===== src/core/pjad_defines.vh =====
// Register indices, field positions, reset values and timing counts for the port J/AD block.
`ifndef PJAD_DEFINES_VH
`define PJAD_DEFINES_VH

// Register indices. Each register's byte address is four times its index.
`define PJAD_IDX_J_DRIVE_REDUCE 6'h2b
`define PJAD_IDX_J_PULL_ENABLE 6'h2c
`define PJAD_IDX_J_POLARITY_SELECT 6'h2d
`define PJAD_IDX_J_IRQ_ENABLE 6'h2e
`define PJAD_IDX_J_IRQ_FLAGS 6'h2f
`define PJAD_IDX_AD_DATA 6'h30
`define PJAD_IDX_AD_PIN_INPUT 6'h31
`define PJAD_IDX_AD_DIRECTION 6'h32

// Port J bits occupy positions 7 and 6 of each byte-wide register.
`define PJAD_J_MSB 7
`define PJAD_J_LSB 6

// Reset values.
`define PJAD_RST_J 2'h0
`define PJAD_RST_AD 8'h00
`define PJAD_RST_RDATA 32'h0000_0000

// Stages of input synchronisation, and samples needed before edges are trusted.
`define PJAD_SYNC_STAGES 2
`define PJAD_ARM_COUNT 2'h3

`endif


===== src/core/pjad_sync.v =====
// Two-flop synchroniser for a bus of pin inputs.
module pjad_sync #(
  parameter W = 8
) (
  input wire core_clk,
  input wire reset,
  input wire ce,
  input wire [W-1:0] d,
  output reg [W-1:0] q
);

  reg [W-1:0] meta;

  // The first stage feeds only the second, so a metastable value never reaches logic.
  always @(posedge core_clk) begin
    if (reset) begin
      meta <= {W{1'b0}};
      q <= {W{1'b0}};
    end else if (ce) begin
      meta <= d;
      q <= meta;
    end
  end

endmodule


===== src/core/pjad_edge_flags.v =====
// Edge detector with sticky write-one-to-clear flags for the port J pins.
`include "pjad_defines.vh"

module pjad_edge_flags #(
  parameter W = 2
) (
  input wire core_clk,
  input wire reset,
  input wire ce,
  input wire [W-1:0] sample,
  input wire [W-1:0] polarity,
  input wire [W-1:0] clear,
  output reg [W-1:0] flags
);

  reg [W-1:0] prev;
  reg [1:0] arm_cnt;
  wire armed;
  wire [W-1:0] rise;
  wire [W-1:0] fall;
  wire [W-1:0] hit;

  // Edges are ignored until the synchroniser and the previous sample hold real pin levels;
  // otherwise a pin that sits high out of reset would look like a rising edge.
  assign armed = (arm_cnt == `PJAD_ARM_COUNT);
  assign rise = sample & ~prev;
  assign fall = ~sample & prev;
  assign hit = ((rise & polarity) | (fall & ~polarity)) & {W{armed}};

  // Arming counter and last-sample register.
  always @(posedge core_clk) begin
    if (reset) begin
      prev <= {W{1'b0}};
      arm_cnt <= 2'h0;
    end else if (ce) begin
      prev <= sample;
      if (!armed) begin
        arm_cnt <= arm_cnt + 2'h1;
      end
    end
  end

  // A new edge in the same cycle as a clearing write keeps the flag set.
  always @(posedge core_clk) begin
    if (reset) begin
      flags <= {W{1'b0}};
    end else if (ce) begin
      flags <= (flags & ~clear) | hit;
    end
  end

endmodule


===== src/core/pjad_gpio.v =====
// Port J pad control with edge interrupts and port AD data/direction, on classic Wishbone.
`include "pjad_defines.vh"

module pjad_gpio #(
  parameter J_W = 2,
  parameter AD_W = 8
) (
  input wire core_clk,
  input wire reset,
  input wire ce,
  input wire wb_cyc_i,
  input wire wb_stb_i,
  input wire wb_we_i,
  input wire [7:0] wb_adr_i,
  input wire [3:0] wb_sel_i,
  input wire [31:0] wb_dat_i,
  output reg [31:0] wb_dat_o,
  output wire wb_ack_o,
  output wire irq,
  input wire [J_W-1:0] pj_pin_in,
  input wire [J_W-1:0] pj_gpio_dir,
  input wire [J_W-1:0] pj_wired_or,
  input wire [J_W-1:0] pj_periph_en,
  input wire [J_W-1:0] pj_periph_oe,
  output reg [J_W-1:0] pj_drive_reduced,
  output reg [J_W-1:0] pj_pull_up,
  output reg [J_W-1:0] pj_pull_down,
  input wire [AD_W-1:0] pad_pin_in,
  input wire [AD_W-1:0] pad_periph_en,
  input wire [AD_W-1:0] pad_periph_out,
  input wire [AD_W-1:0] pad_periph_oe,
  output reg [AD_W-1:0] pad_pin_out,
  output reg [AD_W-1:0] pad_pin_oe
);

  // Bus states, one-hot.
  localparam [1:0] S_IDLE = 2'b01;
  localparam [1:0] S_ACK = 2'b10;

  // Register map, given as word indices on the bus.
  // A register's byte address is four times its index, and bits 1:0 of the address are ignored.
  // Index 0x2b holds the port J drive-reduce bits in data bits 7:6.
  // Index 0x2c holds the port J pull-enable bits in data bits 7:6.
  // Index 0x2d holds the port J polarity bits in data bits 7:6.
  // Polarity picks both the active edge and the direction of the pull.
  // Index 0x2e holds the port J interrupt-enable bits in data bits 7:6.
  // Index 0x2f holds the port J edge flags, which are cleared by writing ones.
  // Index 0x30 holds the port AD data latch in data bits 7:0.
  // Index 0x31 is the port AD pin-input view; it has no storage.
  // Index 0x32 holds the port AD direction bits, where one means output.
  // Every other index reads as zero and ignores writes, but still acknowledges.
  // Bits of a read word that no field occupies always read as zero.
  // Only byte lane 0 carries write data, so a write with sel[0] low changes nothing.

  // Bus timing, as seen by a classic master.
  // A request is taken at the first rising edge on which cyc and stb are high in idle.
  // Ack is high for exactly one cycle after that edge.
  // A write lands at the edge where the master sees ack high.
  // Read data is captured when the request is taken and stands until the next read.
  // The machine rests in idle for one cycle after each ack, so a master that keeps
  // its request up is answered every other cycle; it must not count on a fixed delay.

  // Clock enable.
  // With ce low every flop holds, including the bus machine, the synchronisers and the
  // arming counter, so a frozen block takes no new request, keeps an ack that is already up high, and records no pin edges.

  // True when a word address selects the register at the given index.
  function hit_index;
    input [7:0] adr;
    input [5:0] idx;
    begin
      hit_index = (adr[7:2] == idx);
    end
  endfunction

  // Places a port J field at bits 7:6 of a read word, the rest zero.
  function [31:0] j_word;
    input [1:0] field;
    begin
      j_word = {24'h00_0000, field, 6'h00};
    end
  endfunction

  reg [1:0] state;
  reg [1:0] next_state;
  reg [31:0] next_dat;

  reg [J_W-1:0] j_drive_reduce;
  reg [J_W-1:0] j_pull_enable;
  reg [J_W-1:0] j_polarity;
  reg [J_W-1:0] j_irq_enable;
  reg [AD_W-1:0] ad_data;
  reg [AD_W-1:0] ad_dir;

  reg [J_W-1:0] next_drive_reduced;
  reg [J_W-1:0] next_pull_up;
  reg [J_W-1:0] next_pull_down;
  reg [AD_W-1:0] next_pin_out;
  reg [AD_W-1:0] next_pin_oe;

  wire [J_W-1:0] j_sync;
  wire [AD_W-1:0] ad_sync;
  wire [J_W-1:0] j_flags;
  wire [J_W-1:0] j_clear;
  wire [J_W-1:0] j_is_out;
  wire [J_W-1:0] j_pull_active;
  wire [AD_W-1:0] ad_read_data;
  wire req;
  wire commit;
  wire wr_lane0;

  // Pin levels cross into the clock domain through two flops; with the registered pad drive,
  // this is why reads can trail a direction change by up to three cycles.
  pjad_sync #(
    .W(J_W)
  ) u_sync_j (
    .core_clk(core_clk),
    .reset(reset),
    .ce(ce),
    .d(pj_pin_in),
    .q(j_sync)
  );

  pjad_sync #(
    .W(AD_W)
  ) u_sync_ad (
    .core_clk(core_clk),
    .reset(reset),
    .ce(ce),
    .d(pad_pin_in),
    .q(ad_sync)
  );

  // Edge detection and sticky flags for port J.
  pjad_edge_flags #(
    .W(J_W)
  ) u_flags (
    .core_clk(core_clk),
    .reset(reset),
    .ce(ce),
    .sample(j_sync),
    .polarity(j_polarity),
    .clear(j_clear),
    .flags(j_flags)
  );

  // A request is taken in idle; the access commits at the edge where ack is seen high.
  assign req = wb_cyc_i & wb_stb_i;
  assign commit = (state == S_ACK) & req;
  assign wr_lane0 = commit & wb_we_i & wb_sel_i[0];
  assign wb_ack_o = (state == S_ACK);

  // Write-one-to-clear pulse for the flag register; zero bits leave flags alone.
  assign j_clear = (wr_lane0 && hit_index(wb_adr_i, `PJAD_IDX_J_IRQ_FLAGS)) ?
                   wb_dat_i[`PJAD_J_MSB:`PJAD_J_LSB] : {J_W{1'b0}};

  // The interrupt is a level that follows the masked flags directly.
  assign irq = |(j_flags & j_irq_enable);

  // Output pins return the latch, inputs return the synchronised pin.
  assign ad_read_data = (ad_dir & ad_data) | (~ad_dir & ad_sync);

  // Port J pin counts as an output when its owner, peripheral or gpio, drives it.
  assign j_is_out = (pj_periph_en & pj_periph_oe) | (~pj_periph_en & pj_gpio_dir);

  // Pulls act on inputs, and a pull-up also on wired-or outputs; never on a push-pull output.
  assign j_pull_active = j_pull_enable & (~j_is_out | pj_wired_or);

  // Bus state sequencing: one idle cycle between accesses, ack for one cycle.
  always @* begin
    next_state = state;
    case (state)
      S_IDLE: begin
        if (req) begin
          next_state = S_ACK;
        end
      end
      S_ACK: begin
        next_state = S_IDLE;
      end
      default: begin
        next_state = S_IDLE;
      end
    endcase
  end

  // Read data is sampled when the request is taken and held through the ack cycle.
  // Unmapped addresses read as zero and writes to them are dropped.
  always @* begin
    next_dat = `PJAD_RST_RDATA;
    if (hit_index(wb_adr_i, `PJAD_IDX_J_DRIVE_REDUCE)) begin
      next_dat = j_word(j_drive_reduce);
    end else if (hit_index(wb_adr_i, `PJAD_IDX_J_PULL_ENABLE)) begin
      next_dat = j_word(j_pull_enable);
    end else if (hit_index(wb_adr_i, `PJAD_IDX_J_POLARITY_SELECT)) begin
      next_dat = j_word(j_polarity);
    end else if (hit_index(wb_adr_i, `PJAD_IDX_J_IRQ_ENABLE)) begin
      next_dat = j_word(j_irq_enable);
    end else if (hit_index(wb_adr_i, `PJAD_IDX_J_IRQ_FLAGS)) begin
      next_dat = j_word(j_flags);
    end else if (hit_index(wb_adr_i, `PJAD_IDX_AD_DATA)) begin
      next_dat = {24'h00_0000, ad_read_data};
    end else if (hit_index(wb_adr_i, `PJAD_IDX_AD_PIN_INPUT)) begin
      next_dat = {24'h00_0000, ad_sync};
    end else if (hit_index(wb_adr_i, `PJAD_IDX_AD_DIRECTION)) begin
      next_dat = {24'h00_0000, ad_dir};
    end
  end

  // Bus state and read data registers.
  always @(posedge core_clk) begin
    if (reset) begin
      state <= S_IDLE;
      wb_dat_o <= `PJAD_RST_RDATA;
    end else if (ce) begin
      state <= next_state;
      if ((state == S_IDLE) && req && !wb_we_i) begin
        wb_dat_o <= next_dat;
      end
    end
  end

  // Port J configuration registers. Only bits 7:6 of the written byte are kept,
  // since the port has just two pins; the other bits of the word are dropped.
  always @(posedge core_clk) begin
    if (reset) begin
      j_drive_reduce <= `PJAD_RST_J;
      j_pull_enable <= `PJAD_RST_J;
      j_polarity <= `PJAD_RST_J;
      j_irq_enable <= `PJAD_RST_J;
    end else if (ce && wr_lane0) begin
      if (hit_index(wb_adr_i, `PJAD_IDX_J_DRIVE_REDUCE)) begin
        j_drive_reduce <= wb_dat_i[`PJAD_J_MSB:`PJAD_J_LSB];
      end
      if (hit_index(wb_adr_i, `PJAD_IDX_J_PULL_ENABLE)) begin
        j_pull_enable <= wb_dat_i[`PJAD_J_MSB:`PJAD_J_LSB];
      end
      if (hit_index(wb_adr_i, `PJAD_IDX_J_POLARITY_SELECT)) begin
        j_polarity <= wb_dat_i[`PJAD_J_MSB:`PJAD_J_LSB];
      end
      if (hit_index(wb_adr_i, `PJAD_IDX_J_IRQ_ENABLE)) begin
        j_irq_enable <= wb_dat_i[`PJAD_J_MSB:`PJAD_J_LSB];
      end
    end
  end

  // Port AD registers. The pin input register has no storage, so a write
  // to it falls through every branch and is discarded.
  // The data latch is written whatever the direction, so software can preload
  // a value before it turns a pin into an output.
  always @(posedge core_clk) begin
    if (reset) begin
      ad_data <= `PJAD_RST_AD;
      ad_dir <= `PJAD_RST_AD;
    end else if (ce && wr_lane0) begin
      if (hit_index(wb_adr_i, `PJAD_IDX_AD_DATA)) begin
        ad_data <= wb_dat_i[AD_W-1:0];
      end
      if (hit_index(wb_adr_i, `PJAD_IDX_AD_DIRECTION)) begin
        ad_dir <= wb_dat_i[AD_W-1:0];
      end
    end
  end

  // Port J pad controls. Reduced drive only matters on an output; a pull-up serves
  // inputs and wired-or outputs, while a pull-down is limited to inputs.
  always @* begin
    next_drive_reduced = j_drive_reduce & j_is_out;
    next_pull_up = j_pull_active & ~j_polarity;
    next_pull_down = j_pull_active & j_polarity & ~j_is_out;
  end

  // Port AD pad drive. A peripheral that owns a pin overrides the direction bit,
  // and the latch value only reaches a pin that is a gpio output.
  always @* begin
    next_pin_oe = (pad_periph_en & pad_periph_oe) | (~pad_periph_en & ad_dir);
    next_pin_out = (pad_periph_en & pad_periph_out) |
                   (~pad_periph_en & ad_dir & ad_data);
  end

  // Port J pad controls leave through flops so the pads see no decode glitches,
  // at the cost of one cycle of latency after a register write.
  always @(posedge core_clk) begin
    if (reset) begin
      pj_drive_reduced <= `PJAD_RST_J;
      pj_pull_up <= `PJAD_RST_J;
      pj_pull_down <= `PJAD_RST_J;
    end else if (ce) begin
      pj_drive_reduced <= next_drive_reduced;
      pj_pull_up <= next_pull_up;
      pj_pull_down <= next_pull_down;
    end
  end

  // Port AD pad drive is registered in the same way.
  // Out of reset every pin is an undriven input with a low output value.
  always @(posedge core_clk) begin
    if (reset) begin
      pad_pin_out <= `PJAD_RST_AD;
      pad_pin_oe <= `PJAD_RST_AD;
    end else if (ce) begin
      pad_pin_out <= next_pin_out;
      pad_pin_oe <= next_pin_oe;
    end
  end

endmodule


===== config.mk =====
export PLATFORM = sky130hd
export DESIGN_NAME = pjad_gpio
export DESIGN_NICKNAME = d
export VERILOG_FILES = /design/src/core/pjad_sync.v /design/src/core/pjad_edge_flags.v /design/src/core/pjad_gpio.v
export VERILOG_INCLUDE_DIRS = /design/src /design/src/core
export SDC_FILE = /design/constraint.sdc
export NUM_CORES = 1
export LEC_CHECK = 0
export ABC_CLOCK_PERIOD_IN_PS = 2100
export CORE_MARGIN = 10
export CORE_UTILIZATION = 35
export CTS_CLUSTER_SIZE = 28
export DETAILED_ROUTE_END_ITERATION = 10
export DONT_BUFFER_PORTS = 1
export GPL_TIMING_DRIVEN = 0
export SETUP_SLACK_MARGIN = 0.05
export SLEW_MARGIN = 40
export SYNTH_ARGS = -nofsm -noshare
export SYNTH_HDL_FRONTEND = slang
export SYNTH_SLANG_ARGS = --single-unit
export TNS_END_PERCENT = 20

===== constraint.sdc =====
create_clock -name core_clk -period 2.1 [get_ports core_clk]
set_input_delay 0.105 -clock core_clk [delete_from_list [all_inputs] [get_ports core_clk]]
set_output_delay 0.105 -clock core_clk [all_outputs]
set_load 0.03 [all_outputs]

==> qor.yml, run 1 <==
synth:
  synth_top_area_share_pct: 43.4
  synth_area_mm2: 0.00378
  ys_top_cells_by_count: "82 x dfxtp_1, 79 x nor2_1, 55 x mux2i_1, 25 x buf_4, 22 x nand2_1"
  ys_seq_area_share_pct: 43.4
  synth_most_common_cell: "dfxtp_1"
  synthCells: 412
  syn_area_per_cell_um2: 9.18
  postSynth.asyncResetShare_pct: 0
  yosys.area.top_type: "dfxtp_1"
  ys_ff_latch: 82
  ys_warn_count: 0
  synth_cell_types: 44
  synth_area_leaders: "dfxtp_1 43%, mux2i_1 15%, nor2_1 7.8%"
  synthFlopType: "dfxtp_1"
  synth-edff-count: 0
worst_setup_path:
  r2r-end: "ad_dir[7]"
  setup.worst_path.start_class: "flip-flop"
  path_cells: "nand4b_4 -> nor4_4 -> mux2i_1 -> nor2_1"
  cp_slowest_cell: "nor4_4"
  critPathKind: "reg2reg"
  cp-end-kind: "flip-flop"
  arrival_ps: 2050
  slowest_delay_ps: 740
  r2r.worst_path.cells: 4
  startpoint: "state[1]"
  r2r_start: "state[1]"
  cp_data_required_time_ps: 2330
  crit_path_max_fanout: 8
  reg2reg_slack_ps: 280
power:
  power_mw: 3.16
  power.density_mw_per_mm2: 685
  p_sw_share_pct: 26.6
  p_comb_share_pct: 12.0
  p_leak_nw: 1.77
  power.internal_mw: 2.32
  vdd_drop_max_v: 0.000284
  p_switching_mw: 0.842
  clkPwrFrac_pct: 35.2
  pwr-share-seq_pct: 52.8
finish:
  diodes: 0
  layout.nets: 577
  fillers: 1016
  syn2layout_area_growth_pct: 22.1
  drive_above_1_share_pct: 10.6
drt:
  drc_errors: 0
  vias: 3127
  drtIter0Drc: 121
  vias_per_cell: 5.00
  wire_per_inst_um: 17.7
  wirelength_mm: 11.1
  postRouteAntennaNets: 0
  dr.pass1.iters: 4
global_routing:
  grt_max_degree: 14
  gr-max-usage-layer: "met2"
  antenna_found_initial: 0
  grt_pass1_wl_mm: 16.9
  use_met3_pct: 4.93
  grtUsageMet1_pct: 17.1
  grt_pass1_vias: 3094
  grt_usage_pct: 14.2
  overflow: 0
  met2_usage_pct: 22.6
clock_tree:
  cts_made_buffers: 9
  clk_pin_slew_worst_paths_ps: 80
  htreeDepth: 3
  clock_latency_ps: 360
  cts_tree: "yes"
  ctsRootBufferMaster: "clkbuf_8"
  cts_buffer_depth: 2
  clock-sinks: 82
  cts_setup_buffers: 0
placed_design:
  gp_congestion: 0.864
  io_buffers: 0
  dp_hpwl_mm: 8.57
die:
  initial_core_util_pct: 36.3
  core_area_mm2: 0.0104
  num_io_pins: 148
  fp.dieArea_mm2: 0.0154
  die_width_um: 124
  fp-row-count: 37
  die_y_um: 124
timing:
  maxSlewHeadroom_pct: 48.5
  fmax_mhz: 549
  slew_viol_final: 0
  clock_skew_ps: 7.29
  timing.setup.tns_ps: 0
  fin_crit_ps: 1820
  worst_pin_slew_ps: 767
  hold_viol: 0
  rsz0062_at_grt: "no"
  setup_viol: 0
  fin_crit_sh_pct: 86.7
min_path:
  hold_depth: 4
  hp-class: "in2reg"
  holdPathEnd: "pad_pin_out[1]"
  worstHoldStart: "pad_periph_out[1]"
outcome:
  status: "completed"
flow_run:
  maxCapViolations: 0
==> layer usage <==
layer | wire length (um) | up-vias
met5 | 0 | -
met4 | 172 | 0
met3 | 1090 | 13
met2 | 5020 | 102
met1 | 4780 | 1465
li1 | - | 1547
==> logic make-up after synthesis <==
| logic type | count (synthesis) | synth area share (%) |
|---|---|---|
| other | 1 | 0.0992 |
| muxes | 57 | 15.9 |
| buffers and inverters | 52 | 7.91 |
| adders and majority gates | 1 | 0.331 |
| xor gates and xnor gates | 1 | 0.232 |
| AOI/OAI and AO/OA | 61 | 11.2 |
| and+or+nand+nor | 157 | 21.0 |
| DFF | 82 | 43.4 |
==> per-stage QoR <==
step / hold WS (ps) / cells / setup slack [ps] / cell area [um^2] / utilization [%]
finish: 12.6 / 625 / 279 / 4620 / 44.3
global route: 34.2 / 625 / 142 / 4620 / 44.3
CTS: 1.57 / 624 / 273 / 4610 / 44.2
detailed placement: 262 / 571 / 291 / 4040 / 38.8
global placement: 255 / 571 / 314 / 4040 / 38.8
floorplan: 234 / 435 / 564 / 3870 / -
==> worst max-delay path by stage <==
| stage | endpoint | slack [ps] | cells after the start |
|---|---|---|---|
| 5_1_grt | ad_dir[0] | 140 | 4 |
| 2_1_floorplan | ad_dir[7] | 560 | 4 |
| 6_report | ad_dir[7] | 280 | 4 |
| 4_1_cts | ad_dir[7] | 270 | 4 |
| 3_5_place_dp | ad_dir[1] | 290 | 4 |
| 3_3_place_gp | ad_dir[7] | 310 | 4 |
==> registers in the layout (all words and copies together) (netlist names), 8 cells and up <==
signal,cells
ad_data,8
u_sync_ad.meta,8
pad_pin_oe,8
u_sync_ad.q,8
ad_dir,8
pad_pin_out,8
wb_dat_o,8
==> power by group through the flow <==
stage | Clock [mW] | Sequential, mW | Combinational (mW)
final | 1.11 | 1.67 | 0.380
after global routing | 1.20 | 1.68 | 0.416
after CTS | 1.14 | 1.67 | 0.377
after detailed placement | 0 | 1.71 | 0.308
after global placement | 0 | 1.71 | 0.303
after floorplan | 0 | 1.70 | 0.257
==> area by class of cell <==
cell class / instances / area [um^2] / share of cell area [%]
clock inverters: 3 / 21.3 / 0.461
well taps: 136 / 170 / 3.69
inverters: 6 / 22.5 / 0.488
clock buffers: 13 / 179 / 3.88
flip-flops and latches: 82 / 1640 / 35.6
multi-input cells: 301 / 1930 / 41.7
repair buffers: 38 / 378 / 8.19
plain buffers: 46 / 277 / 5.99
==> critical path, delay by kind of cell, from the launching register on <==
| family | cells | cell delay, ps |
|---|---|---|
| AND/OR/NAND/NOR | 3 | 1010 |
| flip-flops | 1 | 420 |
| multiplexers | 1 | 260 |
==> timing repair <==
item                      4_1_cts  5_1_grt
hold buffers                   37        0
hold endpoints to repair       52        0
resized for setup               0        0
==> cell usage in the layout (no fill, tap or decap), types with 4 or more instances in the layout <==
cell | Yosys | final
o211ai_1 | 8 | 8
clkbuf_8 | 0 | 13
nor3_1 | 4 | 4
inv_1 | 6 | 6
nand2b_1 | 19 | 19
o21ai_0 | 13 | 13
conb_1 | 1 | 24
nand3_1 | 5 | 5
a311oi_1 | 6 | 6
nor4_1 | 5 | 5
a21oi_1 | 11 | 11
dfxtp_1 | 82 | 82
nor2_1 | 79 | 79
a211oi_1 | 10 | 10
dlygate4sd3_1 | 0 | 37
nand2_1 | 22 | 22
o2bb2ai_1 | 6 | 6
buf_4 | 25 | 26
mux2i_1 | 55 | 55
clkbuf_1 | 15 | 15
(Power assumes the default switching activity.)
==> run 2: changes to the inputs <==
--- a/config.mk
+++ b/config.mk
@@ -9,6 +9,7 @@
 export ABC_CLOCK_PERIOD_IN_PS = 2100
 export CORE_MARGIN = 10
 export CORE_UTILIZATION = 35
+export CTS_BUF_LIST = sky130_fd_sc_hd__clkbuf_16
 export CTS_CLUSTER_SIZE = 28
 export DETAILED_ROUTE_END_ITERATION = 10
 export DONT_BUFFER_PORTS = 1
==> qor.yml, run 2 (synthesized netlist as in run 1, its figures left out) <==
worst_setup_path:
  crit_path_max_fanout: 8  # unchanged
  startpoint: "state[1]"  # unchanged
  critical-path-top-delay-family: "simple AND/OR/NAND/NOR gates"  # unchanged
  cp-end-kind: "flip-flop"  # unchanged
  arrival_ps: 2030  # was 2050 ps
  slowest_delay_ps: 750  # was 740 ps
  cp_slowest_cell: "nor4_4"  # unchanged
  r2r.worst_path.cells: 4  # unchanged
  reg2reg_slack_ps: 280  # about the same
  r2r_start: "state[1]"  # unchanged
  path_depth: 4  # unchanged
  setup.worst_path.start_class: "flip-flop"  # unchanged
  r2r-end: "ad_dir[0]"  # was ad_dir[7]
  cp_data_required_time_ps: 2320  # was 2330 ps
  crit_buf_inv: 0  # unchanged
  cp-endpoint: "ad_dir[0]"  # was ad_dir[7]
  path_cells: "nand4b_4 -> nor4_4 -> mux2i_1 -> nor2_1"  # unchanged
  critPathKind: "reg2reg"  # unchanged
drt:
  vias_per_cell: 4.97  # was 5.00
  wirelength_mm: 11.1  # about the same
  wire_per_inst_um: 18.0  # was 17.7 um
  drc_errors: 0  # unchanged
  dr.pass1.iters: 4  # unchanged
  drtIter0Drc: 136  # was 121
  postRouteAntennaNets: 0  # unchanged
  vias: 3051  # was 3,127
timing:
  maxSlewHeadroom_pct: 47.7  # was 48.5%
  slew_viol_final: 0  # unchanged
  worst_pin_slew_ps: 779  # was 767 ps
  rsz0062_at_grt: "no"  # unchanged
  timing.setup.tns_ps: 0  # unchanged
  hold_viol: 0  # unchanged
  setup_viol: 0  # unchanged
  clock_skew_ps: 5.15  # was 7.29 ps
  fin_crit_ps: 1820  # about the same
  fin_crit_sh_pct: 86.5  # was 86.7%
  fmax_mhz: 550  # was 549 MHz
die:
  die_width_um: 124  # unchanged
  die_y_um: 124  # unchanged
  initial_core_util_pct: 36.3  # unchanged
  fp.dieArea_mm2: 0.0154  # unchanged
  num_io_pins: 148  # unchanged
  core_area_mm2: 0.0104  # unchanged
  fp-row-count: 37  # unchanged
clock_tree:
  cts_setup_buffers: 0  # unchanged
  htreeDepth: 3  # unchanged
  clock_latency_ps: 340  # was 360 ps
  cts_tree: "yes"  # unchanged
  cts_made_buffers: 9  # unchanged
  ctsRootBufferMaster: "clkbuf_16"  # was clkbuf_8
  cts_buffer_depth: 2  # unchanged
  cts.repair.resized: 0  # unchanged
  clk_pin_slew_worst_paths_ps: 60  # was 80 ps
  clock-sinks: 82  # unchanged
placed_design:
  dpl_cell_area_mm2: 0.00404  # unchanged
  io_buffers: 0  # unchanged
  dp.cells: 571  # unchanged
  gp_congestion: 0.864  # unchanged
  dp_hpwl_mm: 8.57  # unchanged
finish:
  layout.nets: 566  # was 577
  diodes: 0  # unchanged
  mostFrequentLayoutCells: "82 x dfxtp_1, 79 x nor2_1, 55 x mux2i_1"  # unchanged
  post-route-util_pct: 43.8  # was 44.3%
  drive_above_1_share_pct: 10.0  # was 10.6%
  syn2layout_area_growth_pct: 20.8  # was 22.1%
  regArea_mm2: 0.00164  # unchanged
  fin_cells: 614  # was 625
  fillers: 1029  # was 1,016
  layout_commonest_cell: "dfxtp_1"  # unchanged
  final_area_mm2: 0.00457  # was 0.00462 mm^2
  multi_input_area_mm2: 0.00193  # unchanged
global_routing:
  grt_pass1_vias: 3077  # was 3,094
  overflow: 0  # unchanged
  grt_max_degree: 14  # unchanged
  grt_usage_pct: 14.2  # about the same
  antenna_found_initial: 0  # unchanged
  grt_pass1_wl_mm: 16.9  # about the same
power:
  vdd_drop_max_v: 0.000336  # was 0.000284 V
  power_mw: 3.41  # was 3.16 mW
  power.internal_mw: 2.53  # was 2.32 mW
  power.density_mw_per_mm2: 747  # was 685 mW/mm^2
  clkPwrFrac_pct: 40.4  # was 35.2%
  p_leak_nw: 1.75  # was 1.77 nW
  p_switching_mw: 0.879  # was 0.842 mW
  pwr-share-seq_pct: 49.0  # was 52.8%
  p_sw_share_pct: 25.8  # was 26.6%
  p_comb_share_pct: 10.5  # was 12.0%
min_path:
  hp-class: "in2reg"  # unchanged
  hold_depth: 3  # was 4
flow_run:
  maxCapViolations: 0  # unchanged
outcome:
  status: "completed"  # unchanged
run 2: cell count changes in the layout (fill, tap and decap cells not counted):
cell / previous run / this run
clkbuf_16: 0 / 9
clkbuf_8: 13 / 0
clkinv_1: 0 / 4
dlygate4sd3_1: 37 / 26
run 2: timing repair:
action                                 CTS  global route
setup endpoints to repair                0             0
hold buffers                            26             0
endpoints found under the hold margin   41             0
run 2: metal layers:
| layer | up-vias | global-route usage (%) | part of all wire [%] |
|---|---|---|---|
| met5 | - | 0 | 0 |
| met1 | 1400 | 16.9 | 43 |
| li1 | 1526 | - | - |
| met3 | 14 | 5.11 | 10 |
| met2 | 111 | 22.6 | 45 |
| met4 | 0 | 6.40 | 1.9 |
run 2: area by class of cell:
cell class | count | area share (%)
Buffer | 46 | 6.05
Clock buffer | 9 | 4.93
Clock inverter | 7 | 0.795
Inverter | 6 | 0.493
Multi-Input combinational cell | 301 | 42.2
Sequential cell | 82 | 35.9
Tap cell | 136 | 3.73
Timing Repair Buffer | 27 | 5.86
run 2: how the worst min path moves through the flow:
stage | startpoint | endpoint | slack, ps
after floorplan | reset | state[0] | 230
after global placement | pad_pin_in[1] | u_sync_ad.meta[1] | 250
after detailed placement | pad_pin_in[3] | u_sync_ad.meta[3] | 260
after CTS | pad_periph_en[2] | pad_pin_out[2] | 1
after global routing | pad_periph_oe[5] | pad_pin_oe[5] | 20
final | pad_periph_en[2] | pad_pin_out[2] | 3
run 2: worst min-delay path, stage by stage:
cell and delay (ps):
o211ai_1 70, o21ai_0 70, nor2_1 40
run 2: per-stage QoR:
step / hold WS [ps] / setup WS, ps
3_5_place_dp: 262 / 291
4_1_cts: 1.42 / 274
2_1_floorplan: 234 / 564
5_1_grt: 17.2 / 141
6_report: 2.90 / 283
3_3_place_gp: 255 / 314
run 2: power by group through the flow:
stage	combinational (mW)	clock [mW]	sequential [mW]
floorplan	0.257	0	1.70
global placement	0.303	0	1.71
detailed placement	0.308	0	1.71
CTS	0.357	1.41	1.67
global route	0.394	1.47	1.68
finish	0.359	1.38	1.67
